## config.mk

```make
export PLATFORM = sky130hd
export DESIGN_NAME = eds_paging_and_stack_guard
export DESIGN_NICKNAME = d
export VERILOG_FILES = /design/src/inc/eds_paging_pkg.sv /design/src/core/stack_guard.sv /design/src/core/eds_paging_and_stack_guard.sv
export VERILOG_INCLUDE_DIRS = /design/src /design/src/inc
export SDC_FILE = /design/constraint.sdc
export NUM_CORES = 1
export LEC_CHECK = 0
export BUFFER_PORTS_ARGS = -buffer_cell sky130_fd_sc_hd__buf_2
export CORE_UTILIZATION = 45
export CTS_CLUSTER_DIAMETER = 150
export DETAILED_ROUTE_END_ITERATION = 8
export PLACE_DENSITY = 0.74
export SETUP_SLACK_MARGIN = 0.2
export SLEW_MARGIN = 20
export SYNTH_ARGS = -nofsm -noshare
export SYNTH_HDL_FRONTEND = slang
export SYNTH_SLANG_ARGS = --single-unit
```

## constraint.sdc

```tcl
create_clock -name ref_clk_i -period 8.6 [get_ports ref_clk_i]
set_clock_uncertainty 0.2 [all_clocks]
set_input_delay 0.43 -clock ref_clk_i [delete_from_list [all_inputs] [get_ports ref_clk_i]]
set_output_delay 0.43 -clock ref_clk_i [all_outputs]
set_load 0.02 [all_outputs]
```

## src/inc/eds_paging_defines.svh

```systemverilog
// timing counts and address constants for the paging and stack guard
// assumes inclusion by bare name from inc/
`ifndef EDS_PAGING_DEFINES_SVH
`define EDS_PAGING_DEFINES_SVH
`define NEAR_LIMIT 16'h8000
`define SFR_FLOOR 16'h0800
`define EXT_READ_CYCLES 2
`define REP_FIRST_CYCLES 3
`define REP_SLOW_COUNT 2
`define WRITE_CYCLES 1
`define PSV_BIT 9
`endif

```

## src/inc/eds_paging_pkg.sv

```systemverilog
// types for the paging and stack guard
// assumes nothing beyond the defines header
package eds_paging_pkg;
   typedef enum logic [2:0] {
      ST_IDLE = 3'b001,
      ST_WAIT = 3'b010,
      ST_DONE = 3'b100
   } acc_state_t;
   typedef enum logic [1:0] {
      SPACE_NEAR = 2'h0,
      SPACE_EXT = 2'h1,
      SPACE_PROG = 2'h2
   } space_t;
endpackage : eds_paging_pkg

```

## src/core/stack_guard.sv

```systemverilog
// stack limit register and overflow/underflow checks
// assumes the caller qualifies stack accesses
`timescale 1ns/10ps
`include "eds_paging_defines.svh"
module stack_guard (
   input wire logic ref_clk_i,
   input wire logic rst_i,
   input wire logic limit_we_i,
   input wire logic [15:0] limit_wdata_i,
   input wire logic stack_acc_i,
   input wire logic stack_push_i,
   input wire logic [15:0] stack_ea_i,
   output logic [15:0] limit_o,
   output logic stack_fault_o
);
   // no reset, bit 0 forced low
   logic [15:0] limit_r;
   always_ff @(posedge ref_clk_i) begin
      if (limit_we_i) begin
         limit_r <= {limit_wdata_i[15:1], 1'b0};
      end
   end
   assign limit_o = limit_r;
   wire over_w = stack_acc_i && stack_push_i && (stack_ea_i > limit_r);
   wire under_w = stack_acc_i && (stack_ea_i < `SFR_FLOOR);
   assign stack_fault_o = over_w || under_w;
endmodule : stack_guard

```

## src/core/eds_paging_and_stack_guard.sv

```systemverilog
// data-space address generation with page windows and stack traps
// assumes the cpu holds a request until done_o and keeps
`timescale 1ns/10ps
`include "eds_paging_defines.svh"
module eds_paging_and_stack_guard (
   input wire logic ref_clk_i,
   input wire logic rst_i,
   input wire logic [9:0] read_page_select_i,
   input wire logic [8:0] write_page_select_i,
   input wire logic req_i,
   input wire logic write_i,
   input wire logic repeat_i,
   input wire logic [15:0] ea_i,
   input wire logic stack_i,
   input wire logic push_i,
   input wire logic [15:0] stack_pointer_word_i,
   input wire logic call_push_i,
   input wire logic exc_push_i,
   input wire logic [7:0] pc_high_i,
   input wire logic [7:0] status_low_byte_i,
   input wire logic limit_we_i,
   input wire logic [15:0] limit_wdata_i,
   output logic [23:0] mem_addr_o,
   output logic [1:0] mem_space_o,
   output logic mem_rd_o,
   output logic mem_wr_o,
   output logic done_o,
   output logic addr_trap_o,
   output logic stack_trap_o,
   output logic [15:0] soft_stack_pointer_o,
   output logic [7:0] push_high_byte_o,
   output logic [15:0] stack_limit_value_o
);
   import eds_paging_pkg::*;

   // ********************************
   // address decode
   // ********************************
   wire [15:0] acc_ea_w = stack_i ? (push_i ? stack_pointer_word_i
                                    : stack_pointer_word_i - 16'h0002) : ea_i;
   wire in_win_w = acc_ea_w[15];
   // program view flag is bit 9
   wire psv_w = !write_i && read_page_select_i[`PSV_BIT];
   wire page_zero_w = in_win_w && (write_i ? (write_page_select_i == 9'h000)
                                   : (read_page_select_i == 10'h000));
   // address forming, page is 32 Kbytes
   wire [23:0] near_addr_w = {8'h00, acc_ea_w};
   wire [23:0] rd_addr_w = psv_w ? {1'b0, read_page_select_i[7:0], acc_ea_w[14:0]}
                                 : {read_page_select_i[8:0], acc_ea_w[14:0]};
   wire [23:0] wr_addr_w = {write_page_select_i, acc_ea_w[14:0]};
   // pages only come from the inputs
   wire [23:0] addr_w = !in_win_w ? near_addr_w : (write_i ? wr_addr_w : rd_addr_w);
   wire [1:0] space_w = !in_win_w ? SPACE_NEAR : (psv_w ? SPACE_PROG : SPACE_EXT);
   wire ext_read_w = in_win_w && !write_i;

   logic stack_fault_w;
   logic [15:0] limit_w;
   stack_guard u_guard (
      .ref_clk_i(ref_clk_i),
      .rst_i(rst_i),
      .limit_we_i(limit_we_i),
      .limit_wdata_i(limit_wdata_i),
      .stack_acc_i(req_i && stack_i),
      .stack_push_i(push_i),
      .stack_ea_i(acc_ea_w),
      .limit_o(limit_w),
      .stack_fault_o(stack_fault_w)
   );

   // ********************************
   // access sequencing
   // ********************************
   acc_state_t state_r, state_nxt;
   logic [1:0] wait_r, wait_nxt;
   logic [1:0] rep_cnt_r;
   wire [1:0] extra_w = !ext_read_w ? 2'h0 :
                        (repeat_i ? ((rep_cnt_r < `REP_SLOW_COUNT) ?
                         2'(`REP_FIRST_CYCLES - 1) : 2'h0) : 2'(`EXT_READ_CYCLES - 1));
   wire fault_w = page_zero_w || stack_fault_w;
   wire start_w = (state_r == ST_IDLE) && req_i;

   always_comb begin
      state_nxt = state_r;
      wait_nxt = wait_r;
      case (state_r)
         ST_IDLE: begin
            // writes and near reads finish now
            if (req_i && !fault_w && extra_w != 2'h0) begin
               state_nxt = ST_WAIT;
               wait_nxt = extra_w - 2'h1;
            end
         end
         ST_WAIT: begin
            if (wait_r == 2'h0) begin
               state_nxt = ST_IDLE;
            end else begin
               wait_nxt = wait_r - 2'h1;
            end
         end
         default: state_nxt = ST_IDLE;
      endcase
   end

   wire fin_w = (start_w && (fault_w || extra_w == 2'h0)) ||
                (state_r == ST_WAIT && wait_r == 2'h0);

   logic [15:0] ssp_r;
   always_ff @(posedge ref_clk_i or posedge rst_i) begin
      if (rst_i) begin
         state_r <= ST_IDLE;
         wait_r <= 2'h0;
         rep_cnt_r <= 2'h0;
         mem_addr_o <= 24'h000000;
         mem_space_o <= 2'h0;
         mem_rd_o <= 1'b0;
         mem_wr_o <= 1'b0;
         done_o <= 1'b0;
         addr_trap_o <= 1'b0;
         stack_trap_o <= 1'b0;
         ssp_r <= 16'h0000;
         push_high_byte_o <= 8'h00;
      end else begin
         state_r <= state_nxt;
         wait_r <= wait_nxt;
         done_o <= fin_w;
         addr_trap_o <= start_w && page_zero_w;
         stack_trap_o <= start_w && stack_fault_w;
         mem_rd_o <= start_w && !fault_w && !write_i;
         mem_wr_o <= start_w && !fault_w && write_i;
         if (start_w) begin
            mem_addr_o <= addr_w;
            mem_space_o <= space_w;
         end
         if (!repeat_i) begin
            rep_cnt_r <= 2'h0;
         end else if (start_w && ext_read_w && !fault_w && rep_cnt_r < `REP_SLOW_COUNT) begin
            rep_cnt_r <= rep_cnt_r + 2'h1;
         end
         if (start_w && stack_i && !fault_w) begin
            ssp_r <= push_i ? stack_pointer_word_i + 16'h0002 : acc_ea_w;
         end
         if (call_push_i) begin
            push_high_byte_o <= 8'h00;
         end else if (exc_push_i) begin
            push_high_byte_o <= status_low_byte_i;
         end
      end
   end
   assign soft_stack_pointer_o = ssp_r;
   assign stack_limit_value_o = limit_w;

   // ********************************
   // checks
   // ********************************
   property p_page_zero;
      @(posedge ref_clk_i) disable iff (rst_i)
      start_w && page_zero_w |=> addr_trap_o && !mem_rd_o && !mem_wr_o;
   endproperty
   a_page_zero: assert property (p_page_zero) else $error("page zero no trap");
   property p_write_one;
      @(posedge ref_clk_i) disable iff (rst_i)
      start_w && write_i && !fault_w |=> done_o && mem_wr_o;
   endproperty
   a_write_one: assert property (p_write_one) else $error("write slow");
   property p_read_two;
      @(posedge ref_clk_i) disable iff (rst_i)
      start_w && ext_read_w && !repeat_i && !fault_w |=> !done_o ##1 done_o;
   endproperty
   a_read_two: assert property (p_read_two) else $error("read not two");
   property p_near;
      @(posedge ref_clk_i) disable iff (rst_i)
      start_w && !in_win_w |=> mem_addr_o == {8'h00, $past(acc_ea_w)};
   endproperty
   a_near: assert property (p_near) else $error("near map wrong");
   property p_wr_addr;
      @(posedge ref_clk_i) disable iff (rst_i)
      start_w && write_i && in_win_w |=> mem_addr_o[23:15] == $past(write_page_select_i);
   endproperty
   a_wr_addr: assert property (p_wr_addr) else $error("write page wrong");
   property p_psv;
      @(posedge ref_clk_i) disable iff (rst_i)
      start_w && psv_w && in_win_w |=> mem_space_o == SPACE_PROG && !mem_addr_o[23];
   endproperty
   a_psv: assert property (p_psv) else $error("program view wrong");
   property p_under;
      @(posedge ref_clk_i) disable iff (rst_i)
      start_w && stack_i && acc_ea_w < `SFR_FLOOR |=> stack_trap_o;
   endproperty
   a_under: assert property (p_under) else $error("underflow missed");
   property p_trap_pulse;
      @(posedge ref_clk_i) disable iff (rst_i)
      addr_trap_o |=> !addr_trap_o;
   endproperty
   a_trap_pulse: assert property (p_trap_pulse) else $error("trap not pulse");
   property p_limit_eq;
      @(posedge ref_clk_i) disable iff (rst_i)
      start_w && stack_i && push_i && acc_ea_w == limit_w &&
      acc_ea_w >= `SFR_FLOOR |=> !stack_trap_o;
   endproperty
   a_limit_eq: assert property (p_limit_eq) else $error("equal push trapped");
   property p_call;
      @(posedge ref_clk_i) disable iff (rst_i)
      call_push_i |=> push_high_byte_o == 8'h00;
   endproperty
   a_call: assert property (p_call) else $error("call byte not clear");
   c_ext_read: cover property (@(posedge ref_clk_i) start_w && ext_read_w && !fault_w);
   c_rep: cover property (@(posedge ref_clk_i) start_w && repeat_i && ext_read_w);
   c_strap: cover property (@(posedge ref_clk_i) stack_trap_o);
endmodule : eds_paging_and_stack_guard

```

Word level (Yosys, flattened, before mapping). Index checks and enable logic that the tools add are counted.

Bits in registers: 77. Input bits: 93. Output and inout bits: 71. Word-level logic and storage cells: 86.

Add/subtract/negate cells: 5. Order comparisons: 3. Eq/ne operators: 6. Multiplexer cells: 22. Reduce and logical (&&, ||, !) cells: 37.

Operators by type and width (count): 2-to-1 mux 24 bit (3); 2-to-1 mux 16 bit (3); logical AND 1 bit (22); 2-to-1 mux 2 bit (9); adder 16 x 2 -> 16 bit (second input constant) (1); > comparator 16 bit (1); less-than comparator 16 x 12 -> 1 bit (second input constant) (1); 2-to-1 mux 8 bit (2); subtractor 16 x 2 -> 16 bit (second input constant) (1); logical NOT 10 bit (1); logical NOT 9 bit (1); 2-to-1 mux 3 bit (2); one-hot mux 3 bit (2 select lines) (1); nonzero test 2 bit (3); logical NOT 2 bit (2); logical OR 1 bit (4); != test 2 x 1 -> 1 bit (second input constant) (2); != test 2 bit (second input constant) (2); one-hot mux 2 bit (2 select lines) (1); subtractor 2 x 1 -> 2 bit (second input constant) (2); == test 3 x 1 -> 1 bit (second input constant) (1); == test 3 x 2 -> 1 bit (second input constant) (1); AND reduction 3 bit (1); adder 2 x 1 -> 2 bit (second input constant) (1); 4 further kinds (5).

Depth between registers and ports, before layout. Gate-level depths: netlist (run 1).

Depth after elaboration: 12. Gate-level depth with buffers: 16. Depth with buffers taken out: 14.

By module. A second synthesis (run 1) with hierarchy kept.

Cell total of the unflattened synthesis: 450. Area total of the unflattened synthesis: 4385.5 µm².

Modules (own cells, without submodules): eds_paging_and_stack_guard (times used 1, cells an instance 376, area an instance 3524.6 µm², sequential area each 1527.7 µm²); stack_guard (times used 1, cells an instance 74, area an instance 860.8 µm², sequential area each 450.4 µm²).

Worst setup path after synthesis (run 1). OpenSTA, ideal clock, no wires.

Path type: input to register. Start point: input port stack_pointer_word_i[6]. End point: register ssp_r[0] (netlist: soft_stack_pointer_o[0]). Data arrival time: 3.934 ns. Slack: 4.341 ns. Stages on the path: 13. Path buffers: 3. Cells stage by stage: buf_6 -> or4_1 -> clkbuf_2 -> or4_1 -> a31oi_1 -> ha_1 -> nand4_1 -> or3_1 -> o311ai_0 -> a31oi_1 -> nor4b_4 -> buf_6 -> mux2_4.

Word-level cells in the longest chain between the ends: 9.

RTL lines: start, declared (RTL line eds_paging_and_stack_guard.sv:16) `input wire logic [15:0] stack_pointer_word_i,`; subtractor 16 x 2 -> 16 bit * (RTL line eds_paging_and_stack_guard.sv:40) `: stack_pointer_word_i - 16'h0002) : ea_i;`; 2-to-1 mux 16 bit * (2 in series) (RTL line eds_paging_and_stack_guard.sv:39) `wire [15:0] acc_ea_w = stack_i ? (push_i ? stack_pointer_word_i`; net acc_ea_w[9] (RTL line eds_paging_and_stack_guard.sv:39); > comparator 16 bit or less-than comparator 16 x 12 -> 1 bit (tied branches); logical AND 1 bit (on tied branches) (RTL line stack_guard.sv:24, stack_guard.sv:25); logical OR 1 bit * (RTL line stack_guard.sv:26) `assign stack_fault_o = over_w || under_w;`; logical OR 1 bit * (RTL line eds_paging_and_stack_guard.sv:79) `wire fault_w = page_zero_w || stack_fault_w;`; logical NOT 1 bit * (RTL line eds_paging_and_stack_guard.sv:139) `if (start_w && stack_i && !fault_w) begin`; logical AND 1 bit * (RTL line eds_paging_and_stack_guard.sv:139); end signal, assigned (RTL line eds_paging_and_stack_guard.sv:140) `ssp_r <= push_i ? stack_pointer_word_i + 16'h0002 : acc_ea_w;`; end, declared (RTL line eds_paging_and_stack_guard.sv:107) `logic [15:0] ssp_r;`.

Mark *: on every way through the listed nets, which the timed path passes. The rest lies on a longest branch. A chain may end at the register's enable or synchronous reset.

Final worst setup path (run 1).
Start point: input port stack_pointer_word_i[1]. End point: register ssp_r[11] (netlist: soft_stack_pointer_o[11]).

Word-level cells in the longest chain between the ends: 9.

RTL lines (RTL line): subtractor 16 x 2 -> 16 bit (eds_paging_and_stack_guard.sv:40); 2-to-1 mux 16 bit (2 in series) (eds_paging_and_stack_guard.sv:39); > comparator 16 bit or less-than comparator 16 x 12 -> 1 bit (tied branches); logical AND 1 bit (on tied branches) (stack_guard.sv:24, stack_guard.sv:25); logical OR 1 bit (stack_guard.sv:26); logical OR 1 bit (eds_paging_and_stack_guard.sv:79); logical NOT 1 bit (eds_paging_and_stack_guard.sv:139); logical AND 1 bit (eds_paging_and_stack_guard.sv:139).

Parallel ways exist; a longest one is shown, timed or not.

==> out/metrics.yaml, run 1 <==
final_layout:
  diodes: 0
  areaGrowthSynthToFinish_pct: 22.5
  drive_gt1_share_pct: 36.0
  layout_commonest_cell: "buf_2"
  finalNonFillerCells: 709
  final_cell_mix: "buf_2, dfrtp_1, nor2_1, nand2_1, inv_1"
  nets: 685
floorplanning:
  core_area_um2: 9370
  die-width_um: 101
  chipHeight_um: 101
  rows: 35
  start_util_pct: 47.3
  io_pins: 164
  die_area_um2: 10200
logic_synthesis:
  synth_cells: 442
  synthArstFlopShare_pct: 80.3
  synthTopCellsByArea: "dfrtp_1, edfxtp_1, ha_1"
  syn_area_um2: 4430
  syn_nets: 552
  synth-warning-count: 0
  ys_ff_latch: 76
  synth_edf_count: 15
  synthFlopType: "dfrtp_1"
  yosysSeqAreaShare_pct: 44.6
  synth_top_area_share_pct: 33.9
  syn_avg_cell_area_um2: 10.0
  synth_top_area_cell: "dfrtp_1"
  synth.distinct_cells: 60
critical_path:
  arrival_ns: 4.98
  crit_required_ns: 8.64
  critPathMaxFanout: 15
  r2r_start: "u_guard.limit_o[10]"
  critPathKind: "in -> reg"
  end_kind: "flop"
  startpoint: "stack_pointer_word_i[1]"
  cp-start-kind: "input pin"
run:
  maxCapViolations: 0
global_routing:
  grt_max_degree: 62
  grt_pass1_vias: 3583
  grt_overflow_total: 0
  antenna_found_initial: 0
  grtUsageTotal_pct: 22.5
  grt_pass1_wl_um: 17600
pwr:
  leakage_nw: 2.57
  pwr_density_cell_nw_per_um2: 195
  peakVddDrop_mv: 0.117
clocking:
  cts_hold_buf: 0
  htreeDepth: 3
  post_cts_resized: 0
  clk_pin_slew_ns: 0.08
  clkSinkCount: 76
  post_cts_buffers: 0
  cts_buffer_depth: 2
  cts_buffers: 9
  cts_root_buf: "clkbuf_8"
  cts_tree: "built"
  clk_latency_ns: 0.35
hold_path:
  min-delay-start: "limit_wdata_i[10]"
  hp-class: "in -> reg"
route:
  wl_per_cell_um: 15.6
  vias_per_cell: 5.35
  vias: 3793
  wirelength_um: 11100
  remaining_drc_errors: 0
  drt-pass1-iter-count: 4
  dr.first_iter.drc_count: 193
  postRouteAntennaNets: 0
run_status:
  status: "finished, final reports clean"
sta:
  fin_crit_ns: 4.94
  rsz0062_at_grt: "no"
  fmax_ghz: 0.202
  setup_tns_ns: 0
  finalMaxSlewViolations: 0
  hold_viol_final: 0
  fin_crit_sh_pct: 57.5
  slew_headroom_pct: 36.9
  finalSetupViolations: 0
  worst_pin_slew_ns: 0.938
placed_design:
  place_hpwl_um: 8460
  portBuffers: 153
  dp.cells: 693
  gp_congestion: 0.830
-- logic make-up (layout without fill, tap and decap cells) --
family	count (synthesis)	in the layout	share of synthesized area, %
and+or+nand+nor	141	141	16.9
AOI/OAI and AO/OA	81	81	12.3
DFF	76	76	44.6
buffers and inverters	62	200	5.76
muxes	46	46	12.0
xor gates and xnor gates	18	18	3.56
adders and majority gates	17	17	4.80
other	1	1	0.0846
-- synthesized netlist by cell type (all sizes together), types with 9 or more instances --
cell type,instances
o31ai,14
mux2i,20
mux2,26
dfrtp,60
a21oi,14
nor4,9
edfxtp,15
inv,28
or4,9
buf,9
o21ai,21
clkbuf,25
ha,17
nor2,39
xnor2,12
nand2,38
-- worst paths after layout --
kind                                            end  slack, ns  depth (start not counted)
max                        soft_stack_pointer_o[11]       3.66                         15
min                             u_guard.limit_o[10]       0.05                          1
max reg2reg                soft_stack_pointer_o[11]       5.27                          9
min reg2reg                            stack_trap_o       0.26                          1
max in group asynchronous                 wait_r[0]       7.60                          3
min in group asynchronous       push_high_byte_o[4]       0.09                          3
-- registers in the layout, summed over array words and instances, names as in the netlist --
signal / flops
mem_space_o: 2
addr_trap_o: 1
u_guard.limit_o: 15
mem_addr_o: 24
soft_stack_pointer_o: 16
state_r: 2
done_o: 1
stack_trap_o: 1
rep_cnt_r: 2
mem_wr_o: 1
mem_rd_o: 1
push_high_byte_o: 8
wait_r: 2
-- critical path: stages --
cell and delay [ns]:
buf_2 0.14, inv_1 0.08, ha_1 0.20, or3b_2 0.56, o311ai_1 0.38, and3_1 0.60, inv_2 0.16, ha_1 0.35
a21oi_1 0.19, o21ai_0 0.11, nor3_1 0.29, a31oi_2 0.32, nor4b_4 0.44, buf_4 0.34, mux2_2 0.38
-- cell type report --
type                            count  area, µm²
Clock inverter                      6       65.1
Multi-Input combinational cell    304       2200
Inverter                           28        105
Clock buffer                       10        128
Tap cell                          129        161
Fill cell                         863       3940
Sequential cell                    76       1980
Timing Repair Buffer              156        788
-- per-stage QoR --
step / setup WS (ns) / hold WS [ns] / instance area, µm² / utilization, % / total power (W)
final: 3.66 / 0.0517 / 5430 / 57.9 / 0.00106
after global routing: 3.38 / 0.0259 / 5430 / 57.9 / 0.00112
after CTS: 3.62 / 0.0352 / 5420 / 57.9 / 0.00107
after detailed placement: 3.25 / 0.253 / 5230 / 55.8 / 0.000799
after global placement: 3.45 / 0.242 / 5230 / 55.8 / 0.000789
after floorplan: 4.34 / 0.222 / 4430 / - / 0.000683
-- power by group --
group          internal [W]  switching, W  total [W]
Clock              0.000134      0.000134   0.000268
Combinational      0.000131      0.000196   0.000327
Sequential         0.000429     0.0000338   0.000463
Total              0.000694      0.000363    0.00106
-- per-layer routing --
metal / global-route usage, % / vias up / routed length [µm]
met5: 0 / - / 0
met4: 5.35 / 0 / 121
met3: 6.07 / 8 / 802
met2: 36.1 / 150 / 5190
met1: 30.4 / 1782 / 4960
li1: - / 1853 / -
(Power assumes the default switching activity.)
==> inputs of run 2 (changes only) <==
- ABC_AREA: default -> 1
- clock period: 8.6 -> 4.6 ns (I/O delays scaled with it)
==> run 2 against run 1 <==
Against the previous run:
- the flow now finishes with violations (negative hold slack)
- design area grew 8.0%
- synthesized cell count grew 31%
- global-route usage grew 2.0 points
- core utilization grew 2.1 points
- synthesized area grew 1.9%
- combinational power grew 64%
- routed wire length grew 11%
- power grew 84%
- sequential power grew 78%
- first-iteration DRC count shrank 18%
==> out/metrics.yaml, run 2 <==
route:
  wl_per_cell_um: 13.8  # was 15.6 µm
  dr.first_iter.drc_count: 158  # was 193
  wirelength_um: 12300  # was 11100 µm
  remaining_drc_errors: 0  # unchanged
  vias: 4367  # was 3793
  postRouteAntennaNets: 0  # unchanged
  vias_per_cell: 4.90  # was 5.35
  drt-pass1-iter-count: 4  # unchanged
floorplanning:
  rows: 36  # was 35
  die_area_um2: 10400  # was 10200 µm²
  die-width_um: 102  # was 101 µm
  start_util_pct: 46.2  # was 47.3%
  chipHeight_um: 102  # was 101 µm
  core_area_um2: 9770  # was 9370 µm²
  io_pins: 164  # unchanged
sta:
  fmax_ghz: 0.307
  fin_crit_sh_pct: 70.9
  setup_tns_ns: 0  # unchanged
  worst_pin_slew_ns: 0.754  # was 0.938 ns
  finalSetupViolations: 0  # unchanged
  slew_headroom_pct: 49.7  # was 36.9%
  layout_setup_ws_ns: 1.34  # was 3.66 ns
  hold_viol_final: 1  # was 0
  whs_ns: -0.00158  # was 0.0517 ns
  rsz0062_at_grt: "no"  # unchanged
  fin_crit_ns: 3.26
  finalMaxSlewViolations: 0  # unchanged
clocking:
  cts_buffer_depth: 2  # unchanged
  cts_hold_buf: 28  # was 0
  post_cts_buffers: 0  # unchanged
  clk_pin_slew_ns: 0.09  # was 0.08 ns
  clkSinkCount: 76  # unchanged
  clk_latency_ns: 0.35  # about the same
  cts_root_buf: "clkbuf_8"  # unchanged
  cts_buffers: 9  # unchanged
  post_cts_resized: 0  # unchanged
  cts_tree: "built"  # unchanged
  htreeDepth: 3  # unchanged
critical_path:
  cp-start-kind: "input pin"  # unchanged
  worst_path_largest_cell_delay_ns: 0.48  # was 0.60 ns
  crit_top_cell: "nand2_1"  # was ha_1
  worst_path_max_delay_cell: "a31oi_1"  # was and3_1
  arrival_ns: 3.30  # was 4.98 ns
  crit_required_ns: 4.64  # was 8.64 ns
  path_cells: "buf_2, inv_1, ha_1, inv_1, nor2_2, nand2_1, nor2_1, inv_1, a31oi_1, ha_1, a21oi_1, nor2_1, nor2_1, nand3_1, nand3b_1, nand2_1, nand3_1, nand2_2, nand2_4, nand2_4, nor2_8, nand2_4, nand2_1, nand2_1"  # was buf_2, inv_1, ha_1, or3b_2, o311ai_1, and3_1, inv_2, ha_1, a21oi_1, o21ai_0, nor3_1, a31oi_2, nor4b_4, buf_4, mux2_2
  critPathKind: "in -> reg"  # unchanged
  end_kind: "flop"  # unchanged
  critPathMaxFanout: 18  # was 15
logic_synthesis:
  synth_top_area_cell: "dfrtp_1"  # unchanged
  synth_common_cells: "nand2_1, inv_1, o21ai_0"  # was dfrtp_1, nor2_1, nand2_1
  synth-warning-count: 0  # unchanged
  synth_cells: 579  # was 442
  synth_top_area_share_pct: 33.2  # was 33.9%
  synthFlopType: "dfrtp_1"  # unchanged
  synthTopCellsByArea: "dfrtp_1, nand2_1, edfxtp_1"  # was dfrtp_1, edfxtp_1, ha_1
  synth_edf_count: 15  # unchanged
  synthMuxAreaShare_pct: 1.55  # was 12.0%
  syn_avg_cell_area_um2: 7.80  # was 10.0 µm²
  synthXorXnorAreaFrac_pct: 1.74  # was 3.56%
  synthMostInstantiatedCell: "nand2_1"  # was dfrtp_1
  synthArstFlopShare_pct: 80.3  # unchanged
  synth_top_family_by_area: "simple AND/OR/NAND/NOR gates"  # unchanged
  syn_nets: 689  # was 552
  ys_ff_latch: 76  # unchanged
  synth_compound_area_share_pct: 8.97  # was 12.3%
  synth_fa_ha_area_share_pct: 4.71  # was 4.80%
  syn_area_um2: 4520  # was 4430 µm²
  synth_simple_gate_area_share_pct: 30.5  # was 16.9%
  synth.distinct_cells: 36  # was 60
  yosysSeqAreaShare_pct: 43.8  # was 44.6%
global_routing:
  grtUsageTotal_pct: 24.5  # was 22.5%
  busiest_layer: "met2"  # unchanged
  grt_use_met3_pct: 5.34  # was 6.07%
  grt_overflow_total: 0  # unchanged
  grt.met1_usage_pct: 32.5  # was 30.4%
  grt_pass1_wl_um: 19600  # was 17600 µm
  gr-usage-met2_pct: 39.2  # was 36.1%
  antenna_found_initial: 0  # unchanged
  grt_pass1_vias: 4242  # was 3583
  grt_max_degree: 62  # unchanged
placed_design:
  gp_congestion: 0.889  # was 0.830
  place_ws_ns: 0.981  # was 3.25 ns
  place_hpwl_um: 9250  # was 8460 µm
  dp.cells: 848  # was 693
  portBuffers: 153  # unchanged
final_layout:
  final_cell_mix: "nand2_1, buf_2, inv_1, o21ai_0, dfrtp_1"  # was buf_2, dfrtp_1, nor2_1, nand2_1, inv_1
  seq_area_um2: 1980  # unchanged
  finalNonFillerCells: 892  # was 709
  multi_input_area_um2: 2150  # was 2200 µm²
  nets: 864  # was 685
  diodes: 0  # unchanged
  fill_cells: 921  # was 863
  areaGrowthSynthToFinish_pct: 29.9  # was 22.5%
  regMostFlops: "mem_addr_o"  # unchanged
  layout_commonest_cell: "nand2_1"  # was buf_2
  drive_gt1_share_pct: 28.5  # was 36.0%
  largest_register_ffs: 24  # unchanged
pwr:
  pwr_density_cell_nw_per_um2: 331  # was 195 nW/µm²
  p_int_w: 0.00128  # was 0.000694 W
  switching_share_pct: 34.4  # was 34.3%
  leakage_nw: 3.17  # was 2.57 nW
  peakVddDrop_mv: 0.179  # was 0.117 mV
  seqPwrFrac_pct: 42.5  # was 43.8%
  combPwrFrac_pct: 27.5  # was 30.9%
  p_sw_w: 0.000667  # was 0.000363 W
  finalPower_w: 0.00194  # was 0.00106 W
  pwr-share-clk_pct: 30.0  # was 25.3%
run:
  maxCapViolations: 0  # unchanged
hold_path:
  hp-class: "in -> reg"  # unchanged
run_status:
  violations: "negative hold slack"
  status: "complete, but fails checks"  # was finished, final reports clean
==> run 2: per-layer routing <==
| metal | vias to the layer above | routed length (µm) |
|---|---|---|
| met5 | - | 0 |
| met4 | 0 | 315 |
| met3 | 25 | 923 |
| met2 | 157 | 5610 |
| met1 | 1968 | 5440 |
| li1 | 2217 | - |
==> run 2: worst max-delay path: cells and delay by family <==
| family | cells | cell delay [ns] |
|---|---|---|
| and+or+nand+nor | 16 | 1.57 |
| adders and majority gates | 2 | 0.55 |
| AOI/OAI and AO/OA | 2 | 0.61 |
| buffers and inverters | 4 | 0.32 |
==> run 2: worst paths after layout <==
check / depth (start not counted) / end / start / slack (ns)
max in group asynchronous: 4 / mem_addr_o[11] / rst_i / 3.26
worst min register to register: 2 / soft_stack_pointer_o[6] / soft_stack_pointer_o[6] / 0.27
worst max-delay path: 24 / soft_stack_pointer_o[10] / stack_pointer_word_i[1] / 1.34
worst min-delay path: 3 / mem_addr_o[21] / write_page_select_i[6] / -0.002
min in group asynchronous: 4 / push_high_byte_o[5] / rst_i / 0.44
worst max register to register: 14 / soft_stack_pointer_o[10] / u_guard.limit_o[9] / 2.18
==> run 2: area by class of cell <==
| class | count | area share (%) |
|---|---|---|
| multi-input cells | 408 | 36.6 |
| flip-flops and latches | 76 | 33.7 |
| repair buffers | 184 | 18.2 |
| inverters | 75 | 4.82 |
| well taps | 133 | 2.84 |
| clock buffers | 9 | 2.11 |
| clock inverters | 7 | 1.66 |
==> run 2: through the flow <==
step | util (%) | instance area [µm²]
2_1_floorplan | - | 4520
3_3_place_gp | 54.9 | 5370
3_5_place_dp | 54.9 | 5370
4_1_cts | 60.0 | 5870
5_1_grt | 60.0 | 5870
6_report | 60.0 | 5870
==> run 2: power groups by stage <==
stage | combinational [W] | sequential [W] | clock [W]
detailed placement | 0.000518 | 0.000839 | 0
CTS | 0.000538 | 0.000826 | 0.000586
finish | 0.000535 | 0.000826 | 0.000582
floorplan | 0.000218 | 0.000943 | 0
global route | 0.000596 | 0.000839 | 0.000620
global placement | 0.000505 | 0.000836 | 0
==> run 2: cell families after synthesis <==
kind of cell               after synthesis
xor gates and xnor gates                 9
AOI/OAI and AO/OA                       80
DFF                                     76
muxes                                    7
and+or+nand+nor                        294
adders and majority gates               17
buffers and inverters                   95
other                                    1
